==> src/logic/lob_consts.vh <==
// Constants for the line overhead bits and activation block
`ifndef LOB_CONSTS_VH
`define LOB_CONSTS_VH
// APB register byte offsets
`define LOB_CTRL_OFS 12'h000
`define LOB_STAT_OFS 12'h004
`define LOB_OHB_OFS 12'h008
// Control register fields
`define LOB_CTRL_ACT_REQ 0
`define LOB_CTRL_TM_EN 1
`define LOB_CTRL_TM_LOCAL 2
`define LOB_CTRL_CSO_CAP 3
`define LOB_CTRL_SAI_EN 4
`define LOB_CTRL_TRAIN 5
`define LOB_CTRL_RESET 32'h0000_0000
// Overhead bit positions inside the multiframe (basic frame numbers)
`define LOB_FRAME_TM 3'd4
`define LOB_FRAME_CSO 3'd5
`define LOB_FRAME_SAI 3'd7
`define LOB_FRAME_AIB 3'd0
// Line signal codes
`define LOB_SIG_SILENCE 3'd0
`define LOB_SIG_TONE 3'd1
`define LOB_SIG_PHASE1 3'd2
`define LOB_SIG_PHASE2 3'd3
`define LOB_SIG_OPER 3'd4
// Timing
`define LOB_CLK_MHZ 100
`define LOB_TONE_US 9000
`endif

==> src/logic/lob_unused_placeholder_none.v <==
// Intentionally empty design companion file
`timescale 1ns/1ns
`default_nettype none
`default_nettype wire

==> src/logic/lob_core.v <==
// Network termination overhead bits and activation machine with APB registers
//
// Overview of operation
// [RULE_01] Test-mode flag goes in overhead bit of frame four toward network.
// [RULE_02] Test-mode flag reads one for normal, zero in test mode.
// [RULE_03] Local customer maintenance on D or either B means test mode.
// [RULE_04] Without test-mode function, that bit stays one in operational signal.
// [RULE_05] Cold-start-only flag goes in overhead bit of frame five.
// [RULE_06] Cold-start-only flag is one for cold-start-only transceiver, else zero.
// [RULE_07] Line termination sends activation request in its frame seven bit.
// [RULE_08] Request one asks user side activation; zero keeps it deactivated. The code only reports the bit in the status word; startup does not wait on it.
// [RULE_09] Unused request function means line termination sends one.
// [RULE_10] User-side activity flag goes in overhead bit of frame seven.
// [RULE_11] Activity flag is one while INFO 1 or INFO 3 present.
// [RULE_12] Unused activity function keeps that bit at one.
// [RULE_13] Network side sends path alarm flag in frame eight bit.
// [RULE_14] Path alarm may be one once path reaches the exchange.
// [RULE_15] Intermediate failure forces path alarm flag to zero.
// [RULE_16] Unused path alarm function holds the bit at one.
// [RULE_17] Converged plus sync and phase two detected enters sync, sends phase two.
// [RULE_18] Each activation state drives its documented line signal.
// [RULE_19] Power-on starts startup timer, enters alerting; power loss returns off.
// [RULE_20] After 9 ms tone, train or converge; convergence moves to converged.
// [RULE_21] Inverted sync stops startup timer; far tone in receive-reset re-alerts.
//
// Decided for this implementation: the register addresses and the APB interface to the registers.
`timescale 1ns/1ns
`default_nettype none
`include "lob_consts.vh"

module lob_core #(
    parameter TONE_CYCLES = (`LOB_TONE_US * `LOB_CLK_MHZ)
)(
    // Clock, reset, enable
    input wire clk_in,
    input wire resetn_in,
    input wire ce_in,
    // APB slave
    input wire psel_in,
    input wire penable_in,
    input wire pwrite_in,
    input wire [11:0] paddr_in,
    input wire [31:0] pwdata_in,
    output reg [31:0] prdata_out,
    output reg pready_out,
    output reg pslverr_out,
    // Receiver and transceiver status pins
    input wire power_ok_in,
    input wire lt_wake_tone_in,
    input wire canceller_converged_in,
    input wire frame_word_sync_in,
    input wire lt_second_signal_phase_in,
    input wire inverted_frame_word_sync_in,
    input wire user_info13_in,
    input wire [2:0] rx_frame_in,
    input wire rx_overhead_bit_in,
    input wire [2:0] tx_frame_in,
    // Line outputs
    output reg [2:0] line_signal_out,
    output reg maintenance_overhead_bit_out,
    output reg startup_timer_run_out
);

// ****************************************************************
// Input synchronisers
// ****************************************************************
// Bits are synchronised one by one: frame numbers must change one bit at a time
// or stay stable for several clocks around each change
wire [6:0] lvl_sync_w;
wire [3:0] rx_sync_w;
wire [2:0] tx_sync_w;
lob_sync2 #(
    .WIDTH(7)
) u_lvl_sync (
    .clk_in(clk_in),
    .resetn_in(resetn_in),
    .ce_in(ce_in),
    .raw_in({power_ok_in, lt_wake_tone_in, canceller_converged_in, frame_word_sync_in,
             lt_second_signal_phase_in, inverted_frame_word_sync_in, user_info13_in}),
    .sync_out(lvl_sync_w)
);
lob_sync2 #(
    .WIDTH(4),
    .RESET_VALUE(16'h0003)
) u_rx_sync (
    .clk_in(clk_in),
    .resetn_in(resetn_in),
    .ce_in(ce_in),
    .raw_in({rx_frame_in, rx_overhead_bit_in}),
    .sync_out(rx_sync_w)
);
lob_sync2 #(
    .WIDTH(3)
) u_tx_sync (
    .clk_in(clk_in),
    .resetn_in(resetn_in),
    .ce_in(ce_in),
    .raw_in(tx_frame_in),
    .sync_out(tx_sync_w)
);
wire s_power = lvl_sync_w[6];
wire s_tone = lvl_sync_w[5];
wire s_conv = lvl_sync_w[4];
wire s_fws = lvl_sync_w[3];
wire s_ph2 = lvl_sync_w[2];
wire s_ifws = lvl_sync_w[1];
wire s_info13 = lvl_sync_w[0];
wire [2:0] s_rxfr = rx_sync_w[3:1];
wire s_rxbit = rx_sync_w[0];
wire [2:0] s_txfr = tx_sync_w;

// ****************************************************************
// APB registers
// ****************************************************************
reg [5:0] ctrl_q;
reg act_req_q;
reg path_alarm_flag_q;
wire access_w = psel_in & penable_in & ~pready_out;
wire [3:0] state_w;
wire [31:0] ctrl_rst_w = `LOB_CTRL_RESET;
// One wait state: pready rises the cycle after the access phase begins and drops at once,
// so a master that holds the access phase has a second transfer taken two cycles after the first
always @(posedge clk_in)
begin
    if (!resetn_in)
    begin
        ctrl_q <= ctrl_rst_w[5:0];
        prdata_out <= 32'h0000_0000;
        pready_out <= 1'b0;
        pslverr_out <= 1'b0;
    end
    else if (ce_in)
    begin
        pready_out <= access_w;
        pslverr_out <= 1'b0;
        // Read data stands only while pready is high
        prdata_out <= 32'h0000_0000;
        if (access_w)
        begin
            case (paddr_in)
                `LOB_CTRL_OFS:
                begin
                    if (pwrite_in)
                        ctrl_q <= pwdata_in[5:0];
                    prdata_out <= {26'd0, ctrl_q};
                end
                `LOB_STAT_OFS:
                    prdata_out <= {24'd0, act_req_q, path_alarm_flag_q, 2'd0, state_w};
                `LOB_OHB_OFS:
                    prdata_out <= {31'd0, maintenance_overhead_bit_out};
                // Unmapped offsets answer with an error and write nothing
                default:
                    pslverr_out <= 1'b1;
            endcase
        end
    end
end

// ****************************************************************
// Received overhead bits
// ****************************************************************
// Request and alarm reset to one, matching the "function unused" value
always @(posedge clk_in)
begin
    if (!resetn_in)
    begin
        act_req_q <= 1'b1;
        path_alarm_flag_q <= 1'b1;
    end
    else if (ce_in)
    begin
        if (s_rxfr == `LOB_FRAME_SAI)
            act_req_q <= s_rxbit; // [RULE_07] [RULE_08] [RULE_09]
        if (s_rxfr == `LOB_FRAME_AIB)
            path_alarm_flag_q <= s_rxbit; // [RULE_13] [RULE_14] [RULE_15] [RULE_16]
    end
end

// ****************************************************************
// Activation state machine
// ****************************************************************
// Codes are the state numbers software reads in the status word
localparam ST_OFF = 4'd0;
localparam ST_RESET = 4'd1;
localparam ST_ALERT = 4'd2;
localparam ST_TRAIN = 4'd3;
localparam ST_CONV = 4'd4;
localparam ST_FWS = 4'd5;
localparam ST_IFWS = 4'd6;
localparam ST_TEAR = 4'd10;
localparam ST_RXRST = 4'd12;

reg [3:0] state_q;
reg [3:0] state_d;
reg [31:0] tone_cnt_q;
assign state_w = state_q;

always @*
begin
    state_d = state_q;
    // Loss of power overrides every other event
    if (!s_power)
        state_d = ST_OFF; // [RULE_19]
    else
    begin
        case (state_q)
            ST_OFF:
                state_d = ST_ALERT; // [RULE_19]
            ST_RESET:
                if (s_tone)
                    state_d = ST_ALERT;
            ST_ALERT:
                if (tone_cnt_q == TONE_CYCLES - 1)
                    state_d = ctrl_q[`LOB_CTRL_TRAIN] ? ST_TRAIN : ST_CONV; // [RULE_20]
            ST_TRAIN:
                if (s_conv)
                    state_d = ST_CONV; // [RULE_20]
            ST_CONV:
                if (s_fws && s_ph2)
                    state_d = ST_FWS; // [RULE_17]
            ST_FWS:
                if (s_ifws)
                    state_d = ST_IFWS; // [RULE_21]
            ST_IFWS:
                state_d = ST_IFWS;
            ST_TEAR:
                state_d = ST_TEAR;
            ST_RXRST:
                if (s_tone)
                    state_d = ST_ALERT; // [RULE_21]
            default:
                state_d = ST_RESET;
        endcase
    end
end

always @(posedge clk_in)
begin
    if (!resetn_in)
    begin
        state_q <= ST_OFF;
        tone_cnt_q <= 32'h0000_0000;
        startup_timer_run_out <= 1'b0;
    end
    else if (ce_in)
    begin
        state_q <= state_d;
        // Count ends at TONE_CYCLES - 1, so the tone lasts exactly TONE_CYCLES clocks
        if (state_q == ST_ALERT && state_d == ST_ALERT)
            tone_cnt_q <= tone_cnt_q + 32'h0000_0001;
        else
            tone_cnt_q <= 32'h0000_0000;
        if (!s_power || (state_q == ST_FWS && s_ifws))
            startup_timer_run_out <= 1'b0; // [RULE_21]
        else if ((state_q == ST_OFF) || (state_q != ST_ALERT && state_d == ST_ALERT))
            startup_timer_run_out <= 1'b1; // [RULE_19]
    end
end

// ****************************************************************
// Line outputs
// ****************************************************************
wire test_mode_flag = ctrl_q[`LOB_CTRL_TM_EN] ? ~ctrl_q[`LOB_CTRL_TM_LOCAL] : 1'b1; // [RULE_02] [RULE_03] [RULE_04]
wire cold_start_only_flag = ctrl_q[`LOB_CTRL_CSO_CAP]; // [RULE_06]
wire user_side_activity_flag = ctrl_q[`LOB_CTRL_SAI_EN] ? s_info13 : 1'b1; // [RULE_11] [RULE_12]
reg [2:0] sig_d;
reg ohb_d;

// Decoding the next state lets the line signal change on the same edge as the state
always @*
begin
    case (state_d)
        ST_OFF: sig_d = `LOB_SIG_SILENCE; // [RULE_18]
        ST_RESET: sig_d = `LOB_SIG_SILENCE; // [RULE_18]
        ST_ALERT: sig_d = `LOB_SIG_TONE; // [RULE_18]
        ST_TRAIN: sig_d = `LOB_SIG_PHASE1; // [RULE_18]
        ST_CONV: sig_d = `LOB_SIG_SILENCE; // [RULE_18]
        ST_FWS: sig_d = `LOB_SIG_PHASE2; // [RULE_17]
        ST_IFWS: sig_d = `LOB_SIG_OPER; // [RULE_18]
        ST_TEAR: sig_d = `LOB_SIG_SILENCE; // [RULE_18]
        ST_RXRST: sig_d = `LOB_SIG_SILENCE; // [RULE_18]
        default: sig_d = `LOB_SIG_SILENCE;
    endcase
end

// Frames other than four, five and seven carry functions left unused here, sent as one
always @*
begin
    case (s_txfr)
        `LOB_FRAME_TM: ohb_d = test_mode_flag; // [RULE_01]
        `LOB_FRAME_CSO: ohb_d = cold_start_only_flag; // [RULE_05]
        `LOB_FRAME_SAI: ohb_d = user_side_activity_flag; // [RULE_10]
        default: ohb_d = 1'b1;
    endcase
end

always @(posedge clk_in)
begin
    if (!resetn_in)
    begin
        line_signal_out <= `LOB_SIG_SILENCE;
        maintenance_overhead_bit_out <= 1'b1;
    end
    else if (ce_in)
    begin
        line_signal_out <= sig_d;
        maintenance_overhead_bit_out <= ohb_d;
    end
end

endmodule // lob_core

// ****************************************************************
// Two-flop synchroniser
// ****************************************************************
module lob_sync2 #(
    parameter WIDTH = 1,
    parameter [15:0] RESET_VALUE = 16'h0000
)(
    // Clock, reset, enable
    input wire clk_in,
    input wire resetn_in,
    input wire ce_in,
    // Raw pin value and its synchronised copy
    input wire [WIDTH-1:0] raw_in,
    output reg [WIDTH-1:0] sync_out
);

// Nothing but the second stage reads the first, so a metastable sample never fans out
reg [WIDTH-1:0] meta_q;

always @(posedge clk_in)
begin
    if (!resetn_in)
    begin
        meta_q <= RESET_VALUE[WIDTH-1:0];
        sync_out <= RESET_VALUE[WIDTH-1:0];
    end
    else if (ce_in)
    begin
        meta_q <= raw_in;
        sync_out <= meta_q;
    end
end

endmodule // lob_sync2
`default_nettype wire

==> config.mk <==
export PLATFORM = sky130hd
export DESIGN_NAME = lob_core
export DESIGN_NICKNAME = d
export VERILOG_FILES = /design/src/logic/lob_unused_placeholder_none.v /design/src/logic/lob_core.v
export VERILOG_INCLUDE_DIRS = /design/src /design/src/logic
export SDC_FILE = /design/constraint.sdc
export NUM_CORES = 1
export LEC_CHECK = 0
export BUFFER_PORTS_ARGS = -buffer_cell sky130_fd_sc_hd__buf_2
export CAP_MARGIN = 20
export CELL_PAD_IN_SITES_DETAIL_PLACEMENT = 0
export CELL_PAD_IN_SITES_GLOBAL_PLACEMENT = 1
export CORE_ASPECT_RATIO = 2
export CORE_MARGIN = 3
export CORE_UTILIZATION = 40
export CTS_BUF_LIST = sky130_fd_sc_hd__clkbuf_8
export CTS_CLUSTER_DIAMETER = 40
export CTS_CLUSTER_SIZE = 20
export DETAILED_ROUTE_END_ITERATION = 7
export PLACE_DENSITY = 0.9
export SLEW_MARGIN = 20
export SYNTH_ARGS = -nofsm -noshare
export SYNTH_HDL_FRONTEND = slang
export SYNTH_HIERARCHICAL = 1
export SYNTH_SLANG_ARGS = --single-unit
==> constraint.sdc <==
create_clock -name clk_in -period 6.9 [get_ports clk_in]
set_clock_uncertainty 0.2 [all_clocks]
set_input_delay 0 -clock clk_in [delete_from_list [all_inputs] [get_ports clk_in]]
set_output_delay 0 -clock clk_in [all_outputs]
set_load 0.05 [all_outputs]
==> PnR_summary.wiki <==
{| class="wikitable"
! Metric !! Value
|-
| Post-layout min period || about 3600 ps
|-
| Worst flop-to-flop path startpoint || pready_out
|-
| Highest clock frequency the design can meet || 0.281 GHz
|-
| Reg-to-reg endpoint || ctrl_q[1]
|-
| Yosys top cell area share || 39.6%
|-
| Post-detailed-route via-to-cell ratio || 5.23
|-
| Min-delay src || pwrite_in
|-
| Post-Syn Area || 4400 um2
|-
| Total GRT Usage || between 10% and 20%
|-
| Setup violators final || 0
|-
| CTS Root Buffer Type || clkbuf_8
|-
| Number of cell instances on the worst register-to-register path || 7
|-
| Maximum number of pins on one net before global-route repair || 60
|-
| Port Buffer Count || 52
|-
| Final worst setup slack || 3340 ps
|-
| Maximum VDD drop || 0.000166 V
|-
| Outcome || finished clean
|-
| Wire length of the first global-routing pass || roughly 17,000 um
|-
| TritonCTS clock tree || built
|-
| Final Max Tran Viols || 0
|-
| Remaining global-route overflow || 0
|-
| Height of the die || approximately 150 um
|-
| Post-CTS Repair Setup Buffers || 0
|-
| Cell with the most instances after synthesis || dfxtp_1
|-
| Largest fanout of any net on the critical path || 6
|-
| Number of instances in the synthesized netlist || 492
|-
| Detailed Place HPWL || about 7000 um
|-
| Top cell types by occurrence after synthesis || dfxtp_1, nor2_1, nor2b_1
|-
| Cell taking the most area after synthesis || dfxtp_1
|-
| Final Power || 968 uW
|-
| Routed via count || 3,717
|-
| Reported leakage power || 1.93 nW
|-
| Share of final-layout standard cells stronger than drive strength 1 || between 10% and 20%
|-
| Number of cells after detailed placement || 656
|-
| Initial core utilization || 41.4%
|-
| Sort of element at the end of the critical path || flop
|-
| Class of the worst hold path || input pin to flop
|-
| Number of buffers created by CTS || 9
|-
| Critical path startpoint category || input pin
|-
| Critical path data required time || 6970 ps
|-
| Fin crit share || 51.6%
|-
| Hold Crit Endpoint || ctrl_q[3]
|-
| Reg clk slew, reported paths || 100 ps
|-
| Filler cell count in the final layout || 1,036
|-
| Count of unique library cells instantiated by Yosys || 59
|-
| Hold Path Depth || 4
|-
| Number of H-tree levels || 3
|-
| Area growth from synthesis to layout || 17.6%
|-
| Hold buffer count at CTS || 39
|-
| Syn avg cell area || 8.93 um2
|-
| Standard-cell rows || 53
|-
| Total power divided by cell area || 187 nW/um2
|-
| Slew headroom || between 40% and 50%
|-
| Sequential Area || 1740 um2
|-
| Number of violations reported at the end of detailed-routing iteration 0 || 148
|-
| Proportion of register bits with asynchronous set or reset after synthesis || 0%
|-
| Layout net count || around 630
|-
| Maximum buffer depth of the clock tree || 2
|-
| Top-level I/O count || 103
|-
| Length of the first detailed-routing pass in iterations || 4
|-
| Vias in the first global route || 3,676
|-
| Data arrival time of the worst path || approximately 3600 ps
|-
| Top_reg_cell synth || dfxtp_1
|-
| Final routed wire length divided by cell count || 14.5 um
|-
| Final Hold Fails || 0
|-
| Post-detailed-routing wire length || 10,300 um
|-
| Non-Filler Instances || 711
|-
| Residual antenna-violating net count after detailed routing || 0
|-
| Sink Count || a little under 90
|-
| Combined area of the multi-input logic cells || 2370 um2
|-
| Instance area at placement || approximately 4600 um2
|-
| Number of antenna violations at the first check in global routing || 0
|-
| Clock insertion delay at the later pin of the skew report || 370 ps
|-
| Number of synthesized flops with an enable pin || 0
|-
| Placeable Area || 10,600 um2
|-
| Dominant cells by area after synthesis || dfxtp_1, mux2i_1, nor2b_1, buf_4, nor2_1
|-
| Flop2flop setup slack || 3900 ps
|-
| Max capacitance violation total || 0
|-
| Final routed DRC violation total || 0
|-
| Unrepaired setup endpoints after global routing || no
|-
| Syn. warnings || 6
|-
| Total Negative Setup Slacks || 0 ps
|-
| Die ar. || 12,400 um2
|-
| Post-cts sizing count || 0
|-
| Weighted congestion at the end of routability-driven global placement || 0.845
|-
| Pre-CTS setup slack || around 4000 ps
|-
| Design area || 5170 um2
|-
| FF+latch count, synth || 87
|-
| Antenna fix cells || 0
|-
| Slew at the pin closest to its max-slew limit || 832 ps
|-
| Horizontal die dimension || 80.1 um
|-
| Part of the Yosys area used for sequential elements || approximately two fifths
|-
| Category of the critical setup timing path || input pin to flop
|}
==> flip-flops by register name (all words and copies together), names as in the netlist <==
name                          flops
tone_cnt_q                       32
prdata_out                        8
u_lvl_sync/meta_q                 7
u_lvl_sync/sync_out               7
ctrl_q                            6
state_q                           4
u_rx_sync/meta_q                  4
u_rx_sync/sync_out                4
line_signal_out                   3
u_tx_sync/meta_q                  3
u_tx_sync/sync_out                3
act_req_q                         1
maintenance_overhead_bit_out      1
path_alarm_flag_q                 1
pready_out                        1
pslverr_out                       1
startup_timer_run_out             1
==> layer usage <==
layer  wire length [um]  GRT usage (%)  vias up
li1                   -              -     1837
met1               3830           17.7     1753
met2               5830           32.2       99
met3                311           2.10       28
met4                374           8.30        0
met5                  0              0        -
==> metrics by stage <==
stage          hold WS, ps  utilization [%]
2_1_floorplan         -138                -
3_3_place_gp          17.7             43.2
3_5_place_dp          19.3             43.2
4_1_cts              0.621             48.7
5_1_grt               42.9             48.7
6_report              6.25             48.7
==> worst max-delay path, stage by stage <==
cell and delay [ps]:
dlygate4sd3_1 550, buf_2 120, nor4_1 280, dlygate4sd3_1 620
nand4b_1 170, or2_2 390, nor3b_2 580, mux2i_1 270
dlygate4sd3_1 590, nor2b_1 50
==> cell type report <==
class,instances,share of cell area [%]
Clock buffer,9,2.40
Clock inverter,7,1.33
Inverter,9,0.654
Multi-Input combinational cell,370,45.9
Sequential cell,87,33.7
Tap cell,137,3.32
Timing Repair Buffer,92,12.7
==> cell families (layout without fill, tap and decap cells) <==
group / Yosys count / after routing / synth area share (%)
compound gates: 63 / 63 / 10.4
xor+xnor: 26 / 26 / 5.18
fa+ha+maj: 1 / 1 / 0.285
buf+inv: 58 / 117 / 8.40
flops: 87 / 87 / 39.6
mux: 41 / 41 / 9.34
other cells: 1 / 24 / 0.0853
simple gates: 215 / 215 / 26.7
==> cells in the final DEF (no fill, tap or decap), types with 19 or more instances in the layout <==
master,instances
nand3_1,19
buf_2,52
nor2b_1,44
dfxtp_1,87
dlygate4sd3_1,39
conb_1,24
nor2_1,46
mux2i_1,41
nand2_1,38
==> worst max-delay path by stage <==
stage	start	endpoint	cells past startpoint
2_1_floorplan	pready_out	ctrl_q[0]	7
3_3_place_gp	ce_in	tone_cnt_q[27]	8
3_5_place_dp	ce_in	tone_cnt_q[27]	8
4_1_cts	paddr_in[4]	ctrl_q[2]	10
5_1_grt	paddr_in[4]	ctrl_q[1]	10
6_report	paddr_in[4]	ctrl_q[1]	10
==> power by group <==
part	total, mW	switching, mW	internal, mW	leakage [nW]
Sequential	0.516	0.00589	0.510	0.705
Clock	0.354	0.211	0.143	0.101
Combinational	0.0979	0.0615	0.0364	1.12
Total	0.968	0.278	0.690	1.93
(Power assumes the default switching activity.)
